<file path="src/pkg/rcl_pkg.sv">
/*
  rcl_pkg: constants for the reset configuration and low-power control block.
  assumes a 32-bit classic wishbone register bus and one 20 MHz clock.
*/
package rcl_pkg;

  // ----------------------------------------
  // register byte offsets
  // ----------------------------------------
  localparam logic [7:0] LPC_OFS = 8'h00;
  localparam logic [7:0] CFG_OFS = 8'h04;
  localparam logic [7:0] PERI_OFS = 8'h08;
  localparam logic [7:0] STAT_OFS = 8'h0c;

  // ----------------------------------------
  // low power control register fields
  // ----------------------------------------
  localparam int LOW_POWER_MODE_FIELD_LSB = 0;
  localparam int DBGREQ_BIT = 4;
  localparam int BUSCLK_OFF_BIT = 5;
  localparam logic [1:0] LPC_LOW_POWER_MODE_FIELD_RST = 2'h0;

  // low power mode codes
  localparam logic [1:0] LOW_POWER_MODE_FIELD_RUN = 2'h0;
  localparam logic [1:0] LOW_POWER_MODE_FIELD_DOZE = 2'h1;
  localparam logic [1:0] LOW_POWER_MODE_FIELD_WAIT = 2'h2;
  localparam logic [1:0] LOW_POWER_MODE_FIELD_STOP = 2'h3;

  // ----------------------------------------
  // configuration field positions and defaults
  // ----------------------------------------
  localparam int CFG_BW_LSB = 0;
  localparam int CFG_DRV_BIT = 2;
  localparam int CFG_CLK_LSB = 3;
  localparam int CFG_CS_LSB = 5;
  localparam int CFG_EN_BIT = 7;

  localparam logic [1:0] BW_32 = 2'h0;
  localparam logic [1:0] BW_8 = 2'h2;
  localparam logic [1:0] BW_16 = 2'h1;
  localparam logic [1:0] BW_DEF = BW_32;
  localparam logic DRV_DEF = 1'b0;
  localparam logic [1:0] CLK_NOPLL = 2'h0;
  localparam logic [1:0] CLK_PLL11 = 2'h1;
  localparam logic [1:0] CLK_PLLEXT = 2'h2;
  localparam logic [1:0] CLK_PLLXTAL = 2'h3;
  localparam logic [1:0] CLK_DEF = CLK_PLLXTAL;
  localparam logic [1:0] CS_ADDR_ALL = 2'h0;
  localparam logic [1:0] CS_DEF = CS_ADDR_ALL;

  localparam int NUM_PERI = 8;
  localparam logic [7:0] PERI_EN_RST = 8'hff;

  // ----------------------------------------
  // state machine
  // ----------------------------------------
  typedef enum logic [3:0] {
    ST_RUN = 4'h1,
    ST_WAIT = 4'h2,
    ST_DOZE = 4'h4,
    ST_STOP = 4'h8
  } rcl_state_t;

endpackage : rcl_pkg

</file>
<file path="src/core/rcl_ctrl.sv">
/*
  rcl_ctrl: reset-time strap capture and run/wait/doze/stop sequencing.
  assumes straps are held by the board during reset, a wishbone master on clk_i,
  and that the clock controller gates clocks from the enables driven here.
*/
// Local design decisions: the register offsets and the Wishbone register port.
// How it works
// - active low enable selects sampled straps
// - boot width 00/11=32, 10=8, 01=16
// - drive strap 1 full, 0 partial
// - clock mode pins decode four sources
// - two straps share upper address with selects
// - system clock held low in stop
// - only wakeup events return to run
// - wait stops only the core clock
// - doze gates core, mode code visible
// - doze leaves peripheral clocks running, as wait does
// - stop halts all clocks and peripherals
// - peripherals keep state across stop
// - disabled peripheral stays disabled always
// - software can shut bus clock output
`timescale 1ns/100ps
module rcl_ctrl (
  input wire logic clk_i,
  input wire logic rst_i,
  // wishbone slave
  input wire logic cyc_i,
  input wire logic stb_i,
  input wire logic we_i,
  input wire logic [7:0] adr_i,
  input wire logic [3:0] sel_i,
  input wire logic [31:0] dat_i,
  output logic [31:0] dat_o,
  output logic ack_o,
  // strap pins
  input wire logic config_enable_n_i,
  input wire logic [1:0] boot_width_straps_i,
  input wire logic drive_strength_strap_i,
  input wire logic [1:0] cs_addr_select_straps_i,
  input wire logic clock_src_sel_hi_i,
  input wire logic clock_src_sel_lo_i,
  // core side
  input wire logic stop_insn_i,
  input wire logic breakpoint_request_n_i,
  input wire logic irq_pending_i,
  // configuration results
  output logic [1:0] boot_width_o,
  output logic full_drive_o,
  output logic [1:0] clock_mode_o,
  output logic [1:0] cs_addr_sel_o,
  // clock gating
  output logic [1:0] low_power_mode_field_o,
  output logic core_clk_en_o,
  output logic sys_clk_en_o,
  output logic [7:0] peri_clk_en_o,
  output logic bus_clock_out_en_o,
  output logic debug_req_o
);

  // ----------------------------------------
  // pin synchronisers
  // ----------------------------------------
  logic [7:0] pins_s;
  logic breakpoint_request_n_n_s;

  rcl_sync #(.W(8), .RST_VAL(8'h00)) u_sync_straps (
    .clk_i(clk_i),
    .rst_i(1'b0),
    .d_i({config_enable_n_i, cs_addr_select_straps_i, clock_src_sel_hi_i,
          clock_src_sel_lo_i, drive_strength_strap_i, boot_width_straps_i}),
    .q_o(pins_s)
  );

  rcl_sync #(.W(1), .RST_VAL(1'b1)) u_sync_breakpoint_request_n (
    .clk_i(clk_i),
    .rst_i(rst_i),
    .d_i(breakpoint_request_n_i),
    .q_o(breakpoint_request_n_n_s)
  );

  // ----------------------------------------
  // strap decode
  // ----------------------------------------
  function automatic logic [1:0] dec_width(input logic [1:0] p);
    unique case (p)
      2'h2: dec_width = rcl_pkg::BW_8;
      2'h1: dec_width = rcl_pkg::BW_16;
      default: dec_width = rcl_pkg::BW_32;
    endcase
  endfunction : dec_width

  logic cfg_en_s;
  assign cfg_en_s = ~pins_s[7];

  // ----------------------------------------
  // strap capture
  // ----------------------------------------
  logic [1:0] boot_width_ff;
  logic full_drive_ff;
  logic [1:0] clock_mode_ff;
  logic [1:0] cs_addr_sel_ff;
  logic cfg_used_ff;

  // track during reset, freeze at release
  always_ff @(posedge clk_i) begin
    if (rst_i) begin
      if (cfg_en_s) begin
        boot_width_ff <= dec_width(pins_s[1:0]);
        full_drive_ff <= pins_s[2];
        clock_mode_ff <= {pins_s[4], pins_s[3]};
        cs_addr_sel_ff <= pins_s[6:5];
        cfg_used_ff <= 1'b1;
      end else begin
        boot_width_ff <= rcl_pkg::BW_DEF;
        full_drive_ff <= rcl_pkg::DRV_DEF;
        clock_mode_ff <= rcl_pkg::CLK_DEF;
        cs_addr_sel_ff <= rcl_pkg::CS_DEF;
        cfg_used_ff <= 1'b0;
      end
    end
  end

  assign boot_width_o = boot_width_ff;
  assign full_drive_o = full_drive_ff;
  assign clock_mode_o = clock_mode_ff;
  assign cs_addr_sel_o = cs_addr_sel_ff;

  // ----------------------------------------
  // register bus
  // ----------------------------------------
  logic [1:0] low_power_mode_field_ff;
  logic dbgreq_ff;
  logic busclk_off_ff;
  logic [7:0] peri_en_ff;
  logic ack_ff;
  logic [31:0] dat_ff;
  logic wr_req;
  logic rd_req;
  rcl_pkg::rcl_state_t state_ff;
  rcl_pkg::rcl_state_t nxt_state;

  assign wr_req = cyc_i & stb_i & we_i & ~ack_ff;
  assign rd_req = cyc_i & stb_i & ~we_i & ~ack_ff;

  // a low-byte write strobe aimed at one register
  function automatic logic wr_hit(input logic [7:0] ofs);
    wr_hit = wr_req && (adr_i == ofs) && sel_i[0];
  endfunction : wr_hit

  always_ff @(posedge clk_i) begin
    if (rst_i) begin
      ack_ff <= 1'b0;
    end else begin
      ack_ff <= cyc_i & stb_i & ~ack_ff;
    end
  end

  always_ff @(posedge clk_i) begin
    if (rst_i) begin
      low_power_mode_field_ff <= rcl_pkg::LPC_LOW_POWER_MODE_FIELD_RST;
      busclk_off_ff <= 1'b0;
    end else if (wr_hit(rcl_pkg::LPC_OFS)) begin
      low_power_mode_field_ff <= dat_i[rcl_pkg::LOW_POWER_MODE_FIELD_LSB +: 2];
      busclk_off_ff <= dat_i[rcl_pkg::BUSCLK_OFF_BIT];
    end
  end

  // debug request bit self-clears once it has woken the core
  always_ff @(posedge clk_i) begin
    if (rst_i) begin
      dbgreq_ff <= 1'b0;
    end else if (wr_hit(rcl_pkg::LPC_OFS)) begin
      dbgreq_ff <= dat_i[rcl_pkg::DBGREQ_BIT];
    end else if (dbgreq_ff && state_ff == rcl_pkg::ST_RUN) begin
      dbgreq_ff <= 1'b0;
    end
  end

  always_ff @(posedge clk_i) begin
    if (rst_i) begin
      peri_en_ff <= rcl_pkg::PERI_EN_RST;
    end else if (wr_hit(rcl_pkg::PERI_OFS)) begin
      peri_en_ff <= dat_i[7:0];
    end
  end

  always_ff @(posedge clk_i) begin
    if (rst_i) begin
      dat_ff <= 32'h0000_0000;
    end else if (rd_req) begin
      unique case (adr_i)
        rcl_pkg::LPC_OFS: dat_ff <= {26'h0, busclk_off_ff, dbgreq_ff, 2'h0, low_power_mode_field_ff};
        rcl_pkg::CFG_OFS: dat_ff <= {24'h0, cfg_used_ff, cs_addr_sel_ff, clock_mode_ff,
                                     full_drive_ff, boot_width_ff};
        rcl_pkg::PERI_OFS: dat_ff <= {24'h0, peri_en_ff};
        rcl_pkg::STAT_OFS: dat_ff <= {28'h0, state_ff};
        default: dat_ff <= 32'h0000_0000;
      endcase
    end
  end

  assign ack_o = ack_ff;
  assign dat_o = dat_ff;

  // ----------------------------------------
  // low power sequencer
  // ----------------------------------------
  logic wake;
  assign wake = ~breakpoint_request_n_n_s | dbgreq_ff | irq_pending_i;

  always_comb begin
    nxt_state = state_ff;
    unique case (state_ff)
      rcl_pkg::ST_RUN: begin
        if (stop_insn_i && !wake) begin
          unique case (low_power_mode_field_ff)
            rcl_pkg::LOW_POWER_MODE_FIELD_WAIT: nxt_state = rcl_pkg::ST_WAIT;
            rcl_pkg::LOW_POWER_MODE_FIELD_DOZE: nxt_state = rcl_pkg::ST_DOZE;
            rcl_pkg::LOW_POWER_MODE_FIELD_STOP: nxt_state = rcl_pkg::ST_STOP;
            default: nxt_state = rcl_pkg::ST_RUN;
          endcase
        end
      end
      rcl_pkg::ST_WAIT, rcl_pkg::ST_DOZE, rcl_pkg::ST_STOP: begin
        if (wake) begin
          nxt_state = rcl_pkg::ST_RUN;
        end
      end
      default: nxt_state = rcl_pkg::ST_RUN;
    endcase
  end

  always_ff @(posedge clk_i) begin
    if (rst_i) begin
      state_ff <= rcl_pkg::ST_RUN;
    end else begin
      state_ff <= nxt_state;
    end
  end

  // ----------------------------------------
  // clock enables
  // ----------------------------------------
  logic core_en_ff;
  logic sys_en_ff;
  logic [7:0] peri_ff;
  logic busclk_ff;

  // wait and doze gate core only
  always_ff @(posedge clk_i) begin
    if (rst_i) begin
      core_en_ff <= 1'b1;
    end else begin
      core_en_ff <= (nxt_state == rcl_pkg::ST_RUN);
    end
  end

  // system clock stopped low in stop
  always_ff @(posedge clk_i) begin
    if (rst_i) begin
      sys_en_ff <= 1'b1;
    end else begin
      sys_en_ff <= (nxt_state != rcl_pkg::ST_STOP);
    end
  end

  // disabled stays off in every mode
  always_ff @(posedge clk_i) begin
    if (rst_i) begin
      peri_ff <= rcl_pkg::PERI_EN_RST;
    end else begin
      peri_ff <= (nxt_state == rcl_pkg::ST_STOP) ? 8'h00 : peri_en_ff;
    end
  end

  always_ff @(posedge clk_i) begin
    if (rst_i) begin
      busclk_ff <= 1'b1;
    end else begin
      busclk_ff <= ~busclk_off_ff & (nxt_state != rcl_pkg::ST_STOP);
    end
  end

  assign core_clk_en_o = core_en_ff;
  assign sys_clk_en_o = sys_en_ff;
  assign peri_clk_en_o = peri_ff;
  assign bus_clock_out_en_o = busclk_ff;
  assign low_power_mode_field_o = low_power_mode_field_ff;
  assign debug_req_o = dbgreq_ff | ~breakpoint_request_n_n_s;

endmodule : rcl_ctrl

</file>
<file path="src/core/rcl_sync.sv">
/*
  rcl_sync: two flip-flop synchroniser for a bundle of pin levels.
  assumes inputs are asynchronous to clk_i.
*/
`timescale 1ns/100ps
module rcl_sync #(
  parameter int W = 1,
  parameter logic [W-1:0] RST_VAL = '0
) (
  input wire logic clk_i,
  input wire logic rst_i,
  input wire logic [W-1:0] d_i,
  output logic [W-1:0] q_o
);

  logic [W-1:0] meta_ff;
  logic [W-1:0] sync_ff;

  always_ff @(posedge clk_i) begin
    if (rst_i) begin
      meta_ff <= RST_VAL;
      sync_ff <= RST_VAL;
    end else begin
      meta_ff <= d_i;
      sync_ff <= meta_ff;
    end
  end

  assign q_o = sync_ff;

endmodule : rcl_sync

</file>
<file path="config.mk">
export PLATFORM = sky130hd
export DESIGN_NAME = rcl_ctrl
export DESIGN_NICKNAME = d
export VERILOG_FILES = /design/src/pkg/rcl_pkg.sv /design/src/core/rcl_ctrl.sv /design/src/core/rcl_sync.sv
export SDC_FILE = /design/constraint.sdc
export NUM_CORES = 1
export LEC_CHECK = 0
export BUFFER_PORTS_ARGS = -buffer_cell sky130_fd_sc_hd__buf_2
export CAP_MARGIN = 25
export CORE_AREA = 2 2 74 76
export CTS_CLUSTER_SIZE = 14
export DETAILED_ROUTE_END_ITERATION = 10
export DIE_AREA = 0 0 76 78
export PLACE_DENSITY = 0.82
export RECOVER_POWER = 25
export REMOVE_ABC_BUFFERS = 1
export SYNTH_ARGS = -nofsm -noshare
export SYNTH_HDL_FRONTEND = slang
export SYNTH_SLANG_ARGS = --single-unit
</file>
<file path="constraint.sdc">
create_clock -name clk_i -period 3.75 [get_ports clk_i]
set_input_delay 1.125 -clock clk_i [delete_from_list [all_inputs] [get_ports clk_i]]
set_output_delay 1.125 -clock clk_i [all_outputs]
set_load 0.1 [all_outputs]
</file>
# Word level (Yosys, flattened, before mapping)

Index checks and enable logic that the tools add are counted.

Output and inout port bits: 54
Register bits: 86
Logic and storage cells: 68
Input port bits: 60

Mux-type cells: 10
Reduce and logical (&&, ||, !) cells: 10
Bitwise operators: 13
Eq/ne operators: 15

Operators by type and width:

| cell               | number |
|---|---|
| $pmux 8 s4         | 1 |
| $eq 8x4->1 const B | 2 |
| $pmux 4 s3         | 1 |
| $eq 4x1->1 const B | 2 |
| $eq 4x4->1 const B | 2 |
| $eq 8x3->1 const B | 1 |
| $logic_not 8->1    | 1 |
| $mux 4             | 2 |
| $mux 8             | 1 |
| $pmux 4 s2         | 1 |
| $and 1x1->1        | 7 |
| $eq 2x2->1 const B | 3 |
| $logic_and 1x1->1  | 6 |
| $eq 2x1->1 const B | 2 |
| $eq 4x2->1 const B | 1 |
| $eq 4x3->1 const B | 1 |
| $ne 4x4->1 const B | 1 |
| $not 1->1          | 4 |
| $pmux 2 s2         | 1 |
| $mux 1             | 3 |
| $reduce_or 3->1    | 1 |
| $or 1x1->1         | 2 |
| $reduce_bool 2->1  | 1 |
| $logic_not 1->1    | 1 |

# Logic depth before layout (Yosys ltp)

Gate-level depths: netlist of run 1.

Word-level depth: 9
Depth in mapped cells: 4
Mapped depth without buffers: 3

# Modules after synthesis

Synthesis of run 1 repeated with hierarchy kept, for this count alone.

Cells, all modules: 232
Area total of the unflattened synthesis: 2521.2 um2

By module, submodules not included:

| module                                  | cells an instance | sequential area each (um2) | times used | area each (um2) |
|---|---|---|---|---|
| rcl_ctrl                                | 195               | 960.9                      | 1          | 2004.4 |
| rcl_sync at u_sync_straps               | 33                | 320.3                      | 1          | 464.2 |
| rcl_sync at u_sync_breakpoint_request_n | 4                 | 40.0                       | 1          | 52.6 |

# Least setup slack after synthesis of run 1

OpenSTA, ideal clock, no wires.

Path type: input -> register
From: input adr_i[7]
To: register peri_en_ff[0]
Slack: 1.190 ns
Arrival: 2.488 ns
Buffers on the path: 0
Stages: 3
Required time: 3.678 ns
Library setup time: 0.072 ns
Cells stage by stage: or4_4 > nor4_4 > mux2i_1

Longest elaborated chain between the ends: 3

Ends and longest elaborated chain:

| item                           | line            | RTL |
|---|---|---|
| from (decl)                    | rcl_ctrl.sv:30  | `input wire logic [7:0] adr_i,` |
| $eq 8x4->1                     | rcl_ctrl.sv:147 | `wr_hit = wr_req && (adr_i == ofs) && sel_i[0];` |
| $logic_and 1x1->1 (2 in a row) | rcl_ctrl.sv:147 |  |
| to (signal assigned)           | rcl_ctrl.sv:181 | `peri_en_ff <= rcl_pkg::PERI_EN_RST;` |
| to (signal assigned)           | rcl_ctrl.sv:183 | `peri_en_ff <= dat_i[7:0];` |
| to (decl)                      | rcl_ctrl.sv:134 | `logic [7:0] peri_en_ff;` |

No other way between the ends.
A chain may end at the register's enable or synchronous reset.

==> results of run 1 <==
## metal layers
metal	up-vias	routed length, µm	global-route usage [%]
met1	783	1850	18.08
met3	12	323	6.047
met2	69	2429	29.29
li1	815	-	-
met4	0	108	7.636
met5	-	0	0
## final timing paths
| path | startpoint | end |
|---|---|---|
| hold / removal | u_sync_straps.meta_ff[7] | u_sync_straps.q_o[7] |
| hold reg to reg | u_sync_straps.meta_ff[7] | u_sync_straps.q_o[7] |
| setup reg to reg | state_ff[2] | peri_clk_en_o[5] |
| setup / recovery | rst_i | dat_o[1] |
## final cells by class
class / count / share of cell area (%)
well taps: 70 / 3.026
clock inverters: 4 / 2.421
repair buffers: 62 / 10.68
multi-input cells: 133 / 32.94
inverters: 2 / 0.2594
flip-flops and latches: 62 / 45.66
clock buffers: 12 / 5.015
## state kept, by name (all words and copies together) (netlist names), 2 cells and up
signal / count
dat_o: 8
peri_clk_en_o: 8
peri_en_ff: 8
u_sync_straps.meta_ff: 8
u_sync_straps.q_o: 8
state_ff: 4
boot_width_o: 2
clock_mode_o: 2
cs_addr_sel_o: 2
low_power_mode_field_o: 2
## cells by family after synthesis
logic type             after synthesis  share of synthesized area (%)
other                                1                         0.1533
multiplexers                        18                          8.491
buffers and inverters               36                          10.54
XOR/XNOR                             1                         0.3581
AND/OR/NAND/NOR                     56                          15.09
flip-flops                          62                          54.02
AO/OA/AOI/OAI                       34                          11.36
## critical path: cells and delay by family
family | cells | cell delay (ps)
AOI/OAI and AO/OA | 2 | 610
buffers and inverters | 1 | 1420
## where the power goes
group          leakage, µW  internal (µW)  switching [µW]
Clock             0.000110            391             233
Sequential        0.000523            689            6.56
Combinational     0.000569           32.1             171
Total              0.00120           1110             411
## stage by stage
step | hold slack, ps | power (µW) | worst slack, ps | instances
final | 326.1 | 1522 | 791.6 | 345
after global routing | 332.6 | 1582 | 596.7 | 345
after CTS | 327.2 | 1535 | 1196 | 345
after detailed placement | 312.1 | 911.8 | 858.9 | 329
after global placement | 309.7 | 909.3 | 852.4 | 329
after floorplan | 309.6 | 873.3 | 1190 | 197
## cells in the final DEF, fill, tap and decap left out, drive strengths merged
master,netlist,routed
o21ai,1,1
or4bb,1,1
or3b,1,1
o2111ai,1,1
nand3,2,2
nor3b,2,2
a31o,9,9
a22o,12,12
conb,1,24
nor4,2,2
a21oi,3,3
xor2,1,1
nor4b,3,3
nor4bb,1,1
nand4,1,1
bufinv,0,2
o2bb2ai,2,2
buf,28,61
nor2b,5,5
clkbuf,5,13
o21ba,1,1
mux2i,14,14
inv,2,2
edfxtp,8,8
mux2,2,2
nand2b,8,8
a21o,3,3
nand3b,1,1
nor2,20,20
dfxtp,54,54
or2,5,5
nand4b,3,3
clkinv,0,2
mux4,2,2
o211ai,2,2
or4,1,1
==> impl_metrics.json, run 1 <==
{
  "floorplan.die.height_um": 78,
  "cts.htree.levels": 3,
  "violations": "max-capacitance violations, max-slew violations",
  "initial_antenna_violation_count": 0,
  "area.sequential_um2": 1321,
  "finish.instance_area_um2": 2894,
  "cp-start-kind": "input port",
  "async_flop_share_pct": 0,
  "highest_net_fanout_along_the_worst_path": 52,
  "die_x_um": 76,
  "yosysWarnings": 0,
  "layout_worst_path_cycle_share_pct": 78.89,
  "r2r.worst_path.cells": 3,
  "worstSetupPathType": "input port to flop",
  "multiInputGateArea_um2": 953.4,
  "core.rowCount": 26,
  "cp-end-kind": "flop",
  "synth_enable_flop_cells": 8,
  "core-area_um2": 5042,
  "postPlaceCellArea_um2": 2680,
  "timing.hold.worst.class": "flop to flop",
  "synth_top_cell_by_area": "sky130_fd_sc_hd__dfxtp_1",
  "yosysUniqueCellTypes": 38,
  "relSlewSlack_pct": -34.68,
  "die_area_um2": 5928,
  "minimum_period_implied_by_the_final_worst_setup_slack_ps": 2958,
  "grt_max_degree": 53,
  "drt_iter0_drc": 97,
  "final.fill_count": 413,
  "rrSetupSlack_ps": 1520,
  "worstMarginPinSlew_ps": 2020,
  "final_antenna_net_count": 0,
  "route.detailed.wl_per_inst_um": 13.66,
  "place_hpwl_mm": 3.402,
  "post_synth_most_frequent_cells": "sky130_fd_sc_hd__dfxtp_1, sky130_fd_sc_hd__buf_4, sky130_fd_sc_hd__nor2_1",
  "max_cap_viols": 1,
  "drt_drc_violations_left": 0,
  "post-cts-setup-buffer-count": 0,
  "critical-path-max-stage-delay_ps": 1420,
  "finalWirelength_mm": 4.711,
  "cp.arrival_ps": 3180,
  "syn_area_um2": 2446,
  "status": "complete, but fails checks",
  "area_growth_pct": 18.31,
  "grt_first_pass_wirelength_mm": 7.714,
  "cell_breakdown_of_the_critical_path": "clkbuf_1 > o21ba_2 > a22o_1",
  "io_buffers": 62,
  "floorplan.initialDensity_pct": 48.51,
  "insertedDiodeCount": 0,
  "worst_hold_path.num_cells": 0,
  "grt_use_total_pct": 16.70,
  "cts_tree": "built",
  "cts-root-to-sink-buffers": 2,
  "nNetsFinal": 330,
  "grt_pass1_vias": 1681,
  "max_slew_violation_count": 53,
  "synth.most_common_cell": "sky130_fd_sc_hd__dfxtp_1",
  "worst_clock_skew_ps": 8.530,
  "cts_hold_buf": 0,
  "yosysSeqAreaShare_pct": 54.02,
  "clk_latency_worst_skew_pair_ps": 330,
  "setup_total_negative_slack_ps": 0,
  "clock_tree.root_cell": "sky130_fd_sc_hd__clkbuf_8",
  "maxClockFrequency_mhz": 338.0,
  "synthCells": 208,
  "post_cts_resized": 0,
  "synthTopCellsByArea": "sky130_fd_sc_hd__dfxtp_1, sky130_fd_sc_hd__edfxtp_1, sky130_fd_sc_hd__buf_4, sky130_fd_sc_hd__mux2i_1, sky130_fd_sc_hd__a22o_1",
  "power.density_nw_per_um2": 525.9,
  "synth_ff_type": "sky130_fd_sc_hd__dfxtp_1",
  "finalHoldViolCount": 0,
  "clkSlewWorstSetupHoldPaths_ps": 60,
  "cts_made_buffers": 9,
  "vias_per_cell": 4.867,
  "synth.ff_latch_count": 62,
  "pre_antenna_drt_iters": 4,
  "synthDominantCellAreaShare_pct": 44.19,
  "ir_worst_vdd_mv": 0.4503,
  "routabilityCongestion": 0.7883,
  "cp_data_required_time_ps": 3970,
  "setup_viol": 0,
  "drive_above_1_share_pct": 36.00,
  "rsz0062_at_grt": "false",
  "postLayoutCoreUtil_pct": 57.39,
  "syn_area_per_cell_um2": 11.76,
  "pin_count": 114,
  "vias": 1679,
  "clock_sinks": 62,
  "gr-total-overflow": 0,
  "cp_slowest_cell": "sky130_fd_sc_hd__clkbuf_1",
  "power.leakage_uw": 0.001202
}
No activity file was read; power rests on OpenSTA's default activity.
==> run 2: changes to the inputs <==
--- a/config.mk
+++ b/config.mk
@@ -7,11 +7,11 @@
 export LEC_CHECK = 0
 export BUFFER_PORTS_ARGS = -buffer_cell sky130_fd_sc_hd__buf_2
 export CAP_MARGIN = 25
-export CORE_AREA = 2 2 74 76
+export CORE_AREA = 2 2 76 78
 export CTS_CLUSTER_SIZE = 14
 export DETAILED_ROUTE_END_ITERATION = 10
-export DIE_AREA = 0 0 76 78
-export PLACE_DENSITY = 0.82
+export DIE_AREA = 0 0 78 80
+export PLACE_DENSITY = 0.78
 export RECOVER_POWER = 25
 export REMOVE_ABC_BUFFERS = 1
 export SYNTH_ARGS = -nofsm -noshare
==> constraint.sdc (replaced) <==
create_clock -name clk_i -period 2.9 [get_ports clk_i]
set_input_delay 0.87 -clock clk_i [delete_from_list [all_inputs] [get_ports clk_i]]
set_output_delay 0.87 -clock clk_i [all_outputs]
set_load 0.1 [all_outputs]
==> impl_metrics.json, run 2 (same netlist as run 1, synthesis figures left out) <==
{
  "core-area_um2": 5405,
  "floorplan.die.height_um": 80,
  "io_buffers": 62,
  "clk_latency_worst_skew_pair_ps": 340,
  "finalHoldViolCount": 0,
  "grt_pass1_vias": 1620,
  "critical_path.top_delay_family": "buffers and inverters",
  "finalWirelength_mm": 4.681,
  "cts_made_buffers": 9,
  "setup_viol": 0,
  "final_antenna_net_count": 0,
  "cp-start-kind": "flop",
  "vias_per_cell": 4.805,
  "max_slew_violation_count": 0,
  "critical-path-max-stage-delay_ps": 480,
  "clock_tree.root_cell": "sky130_fd_sc_hd__clkbuf_8",
  "setup_total_negative_slack_ps": 0,
  "cts-root-to-sink-buffers": 2,
  "cell_breakdown_of_the_critical_path": "buf_2",
  "cp_data_required_time_ps": 2030,
  "layout_worst_path_cycle_share_pct": 73.57,
  "timing.hold.worst.class": "flop to flop",
  "floorplan.initialDensity_pct": 45.25,
  "drt_iter0_drc": 141,
  "power.leakage_uw": 0.001230,
  "nNetsFinal": 336,
  "pin_count": 114,
  "gr-total-overflow": 0,
  "pre_antenna_drt_iters": 4,
  "minimum_period_implied_by_the_final_worst_setup_slack_ps": 2133,
  "routabilityCongestion": 0.8275,
  "initial_antenna_violation_count": 0,
  "post-cts-setup-buffer-count": 0,
  "status": "finished, final reports clean",
  "worst_clock_skew_ps": 8.744,
  "clkSlewWorstSetupHoldPaths_ps": 60,
  "area_growth_pct": 20.05,
  "layout.cells.non_filler": 353,
  "cts_hold_buf": 0,
  "grt_first_pass_wirelength_mm": 7.617,
  "cts.htree.levels": 3,
  "worst_r2r_endpoint": "peri_clk_en_o[1]",
  "maxClockFrequency_mhz": 468.7,
  "worstMarginPinSlew_ps": 918.4,
  "cp_slowest_cell": "sky130_fd_sc_hd__buf_2",
  "power.density_nw_per_um2": 662.3,
  "dpl_worst_slack_ps": 461.2,
  "hold_path_startpoint": "u_sync_straps.meta_ff[7]",
  "die_area_um2": 6240,
  "core.rowCount": 27,
  "relSlewSlack_pct": 38.77,
  "cp-startpoint": "low_power_mode_field_o[0]",
  "highest_net_fanout_along_the_worst_path": 7,
  "die_x_um": 78,
  "critPathBufInv": 1,
  "max_cap_viols": 0,
  "cp-end-kind": "primary output",
  "drive_above_1_share_pct": 37.37,
  "grt_max_degree": 28,
  "cts_tree": "built",
  "worst_hold_path.num_cells": 0,
  "place_hpwl_mm": 3.308,
  "cp.arrival_ps": 1260,
  "critical_path.reg2reg.startpoint": "dbgreq_ff",
  "post_cts_resized": 0,
  "insertedDiodeCount": 0,
  "mostFrequentLayoutCell": "sky130_fd_sc_hd__buf_2",
  "vias": 1696,
  "ir_worst_vdd_mv": 0.4616,
  "drt_drc_violations_left": 0,
  "min_delay_worst_endpoint": "u_sync_straps.q_o[7]",
  "place.detailed.instances": 337,
  "r2r.worst_path.cells": 4,
  "clock_sinks": 62,
  "rsz0062_at_grt": "false",
  "layout_common_cells": "sky130_fd_sc_hd__buf_2, sky130_fd_sc_hd__dfxtp_1, sky130_fd_sc_hd__conb_1",
  "postLayoutSetupSlackWorst_ps": 766.5,
  "rrSetupSlack_ps": 1060,
  "route.detailed.wl_per_inst_um": 13.26,
  "grt_use_total_pct": 16.23,
  "worstSetupPathType": "flop to primary output"
}
run 2: cell count changes in the layout (fill, tap and decap cells not counted):
cell                        previous run  this run
sky130_fd_sc_hd__buf_4                 0         6
sky130_fd_sc_hd__bufinv_16             2         1
sky130_fd_sc_hd__clkbuf_16             0         1
run 2: area by class of cell:
type,instances,area [µm²]
sequential,62,1321
inverter,2,7.507
timing repair buffer,68,354.1
fill,480,2469
multi-input combinational,133,953.4
clock buffer,13,170.2
tap,72,90.09
clock inverter,3,40.04
run 2: worst max-delay path by stage:
stage,end,cells after the start
3_3_place_gp,peri_clk_en_o[2],5
6_report,low_power_mode_field_o[0],1
3_5_place_dp,peri_clk_en_o[2],5
4_1_cts,low_power_mode_field_o[0],1
5_1_grt,low_power_mode_field_o[0],1
2_1_floorplan,peri_en_ff[0],3
run 2: report_power, final:
part / leakage [µW] / total, µW / internal, µW / switching (µW)
Combinational: 0.000599 / 264 / 42.8 / 221
Clock: 0.000109 / 783 / 470 / 313
Sequential: 0.000523 / 898 / 890 / 7.90
Total: 0.00123 / 1940 / 1400 / 542
run 2: layer usage:
layer  track usage (%)  vias to the layer above  routed length, µm
met5                 0                        -                  0
li1                  -                      833                  -
met2             26.47                       81               2209
met1             19.15                      772               1971
met4             8.421                        0                113
met3             5.204                       10                387
run 2: metrics by stage:
| stage | cell area [µm²] | utilization [%] | hold slack [ps] | power (µW) |
|---|---|---|---|---|
| detailed placement | 2728 | 50.46 | 312.1 | 1181 |
| floorplan | 2282 | - | 309.6 | 1129 |
| global placement | 2728 | 50.46 | 311.2 | 1178 |
| global route | 2937 | 54.33 | 336.0 | 2019 |
| finish | 2937 | 54.33 | 327.2 | 1945 |
| CTS | 2938 | 54.35 | 327.0 | 1963 |
==> run 3: changes to the inputs <==
--- a/config.mk
+++ b/config.mk
@@ -7,11 +7,11 @@
 export LEC_CHECK = 0
 export BUFFER_PORTS_ARGS = -buffer_cell sky130_fd_sc_hd__buf_2
 export CAP_MARGIN = 25
-export CORE_AREA = 2 2 76 78
+export CORE_AREA = 2 2 81 83
 export CTS_CLUSTER_SIZE = 14
 export DETAILED_ROUTE_END_ITERATION = 10
-export DIE_AREA = 0 0 78 80
-export PLACE_DENSITY = 0.78
+export DIE_AREA = 0 0 83 85
+export PLACE_DENSITY = 0.73
 export RECOVER_POWER = 25
 export REMOVE_ABC_BUFFERS = 1
 export SYNTH_ARGS = -nofsm -noshare
==> constraint.sdc (replaced) <==
create_clock -name clk_i -period 1.9 [get_ports clk_i]
set_input_delay 0.57 -clock clk_i [delete_from_list [all_inputs] [get_ports clk_i]]
set_output_delay 0.57 -clock clk_i [all_outputs]
set_load 0.1 [all_outputs]
==> impl_metrics.json, run 3 (same netlist as run 1, synthesis figures left out) <==
{
  "status": "finished, final reports clean",
  "vias": 1732,
  "nNetsFinal": 344,
  "clock_sinks": 62,
  "grt_pass1_vias": 1595,
  "pin_count": 114,
  "pre_antenna_drt_iters": 4,
  "area_growth_pct": 23.58,
  "critPathBufInv": 1,
  "timing.hold.worst.class": "flop to flop",
  "cp_data_required_time_ps": 1330,
  "drt_iter0_drc": 74,
  "finalHoldViolCount": 0,
  "layout_common_cells": "sky130_fd_sc_hd__buf_2, sky130_fd_sc_hd__dfxtp_1, sky130_fd_sc_hd__conb_1",
  "rsz0062_at_grt": "false",
  "clk_latency_worst_skew_pair_ps": 340,
  "postPlaceCellArea_um2": 2794,
  "cts-root-to-sink-buffers": 2,
  "finalWirelength_mm": 4.814,
  "finish.instance_area_um2": 3023,
  "cts.htree.levels": 3,
  "cell_breakdown_of_the_critical_path": "buf_2",
  "floorplan.initialDensity_pct": 39.42,
  "place_hpwl_mm": 3.529,
  "grt.busiest_layer": "met2",
  "insertedDiodeCount": 0,
  "cts_made_buffers": 9,
  "clock_tree.root_cell": "sky130_fd_sc_hd__clkbuf_8",
  "r2r.worst_path.cells": 4,
  "vias_per_cell": 4.732,
  "die_area_um2": 7055,
  "layout_worst_path_cycle_share_pct": 96.29,
  "route.detailed.wl_per_inst_um": 13.15,
  "die_x_um": 83,
  "maxClockFrequency_mhz": 546.6,
  "cp-end-kind": "primary output",
  "worstSetupPathType": "flop to primary output",
  "setup_total_negative_slack_ps": 0,
  "global_routing_met2_resource_utilization_pct": 23.39,
  "grt_first_pass_wirelength_mm": 7.686,
  "worst_clock_skew_ps": 11.42,
  "floorplan.die.height_um": 85,
  "minimum_period_implied_by_the_final_worst_setup_slack_ps": 1830,
  "initial_antenna_violation_count": 0,
  "mostFrequentLayoutCell": "sky130_fd_sc_hd__buf_2",
  "critical-path-max-stage-delay_ps": 470,
  "worstMarginPinSlew_ps": 725.2,
  "cp.arrival_ps": 1260,
  "power.leakage_uw": 0.001266,
  "cp-start-kind": "flop",
  "critical_path.top_delay_family": "buffers and inverters",
  "worst_hold_path.num_cells": 0,
  "cts_tree": "built",
  "io_buffers": 62,
  "max_slew_violation_count": 0,
  "drt_drc_violations_left": 0,
  "grtUsageMet3_pct": 5.642,
  "highest_net_fanout_along_the_worst_path": 7,
  "cp_num_cells": 1,
  "grt_max_degree": 25,
  "gr-total-overflow": 0,
  "post-cts-setup-buffer-count": 0,
  "final_antenna_net_count": 0,
  "ir_worst_vdd_mv": 0.5785,
  "total_power_uw": 3029,
  "cp_slowest_cell": "sky130_fd_sc_hd__buf_2",
  "core-area_um2": 6205,
  "grt_use_total_pct": 14.12,
  "routabilityCongestion": 0.9052,
  "relSlewSlack_pct": 51.65,
  "setup_viol": 0,
  "globalRouteMet1Util_pct": 16.31,
  "max_cap_viols": 0,
  "clkSlewWorstSetupHoldPaths_ps": 70,
  "core.rowCount": 29,
  "power.density_nw_per_um2": 1002,
  "drive_above_1_share_pct": 39.79
}
## run 3: cell types whose count changed in the layout (fill, tap and decap cells not counted), moves of 2 or more
cell	before	now
sky130_fd_sc_hd__clkinv_2	2	0
sky130_fd_sc_hd__buf_4	6	14
sky130_fd_sc_hd__clkbuf_4	0	2
sky130_fd_sc_hd__clkbuf_1	3	1
sky130_fd_sc_hd__buf_2	61	59
sky130_fd_sc_hd__clkinvlp_4	0	2
## run 3: worst paths after layout
kind,startpoint,to,slack (ps)
max reg2reg,dbgreq_ff,peri_clk_en_o[0],260
max,low_power_mode_field_o[0],low_power_mode_field_o[0],70
min,u_sync_straps.meta_ff[3],u_sync_straps.q_o[3],330
min reg2reg,u_sync_straps.meta_ff[3],u_sync_straps.q_o[3],330
## run 3: area by class of cell
type | instances | area, µm²
Fill cell | 589 | 3182
Sequential cell | 62 | 1321
Multi-Input combinational cell | 133 | 953.4
Timing Repair Buffer | 76 | 419.2
Clock buffer | 11 | 162.7
Tap cell | 77 | 96.34
Clock inverter | 5 | 62.56
Inverter | 2 | 7.507
## run 3: report_power, final
group	switching [µW]	internal [µW]
combinational	339	69.7
clock	524	727
sequential	12.1	1360
total	875	2150
## run 3: what timing repair did
action,CTS,global route
gates resized for setup,0,2
endpoints found under the setup margin,0,2
hold buffers,0,0
## run 3: through the flow
step	std cells	util [%]	hold WS, ps	setup WS (ps)
2_1_floorplan	197	-	309.6	-104.9
3_3_place_gp	350	45.03	311.3	-107.7
3_5_place_dp	350	45.03	312.1	-155.5
4_1_cts	366	48.66	308.7	20.17
5_1_grt	366	48.72	305.6	25.01
6_report	366	48.72	329.3	70.48
## run 3: worst register-to-register path, stage by stage, from the launching register on
cell and delay, ps:
sky130_fd_sc_hd__dfxtp_1 350, sky130_fd_sc_hd__nor4b_1 560, sky130_fd_sc_hd__nand3_1 180, sky130_fd_sc_hd__buf_4 200
sky130_fd_sc_hd__a31o_2 230
## run 3: layer usage
layer	wire length, µm	vias to the layer above
li1	-	847
met1	1984	800
met2	2346	76
met3	401	9
met4	82	0
met5	0	-
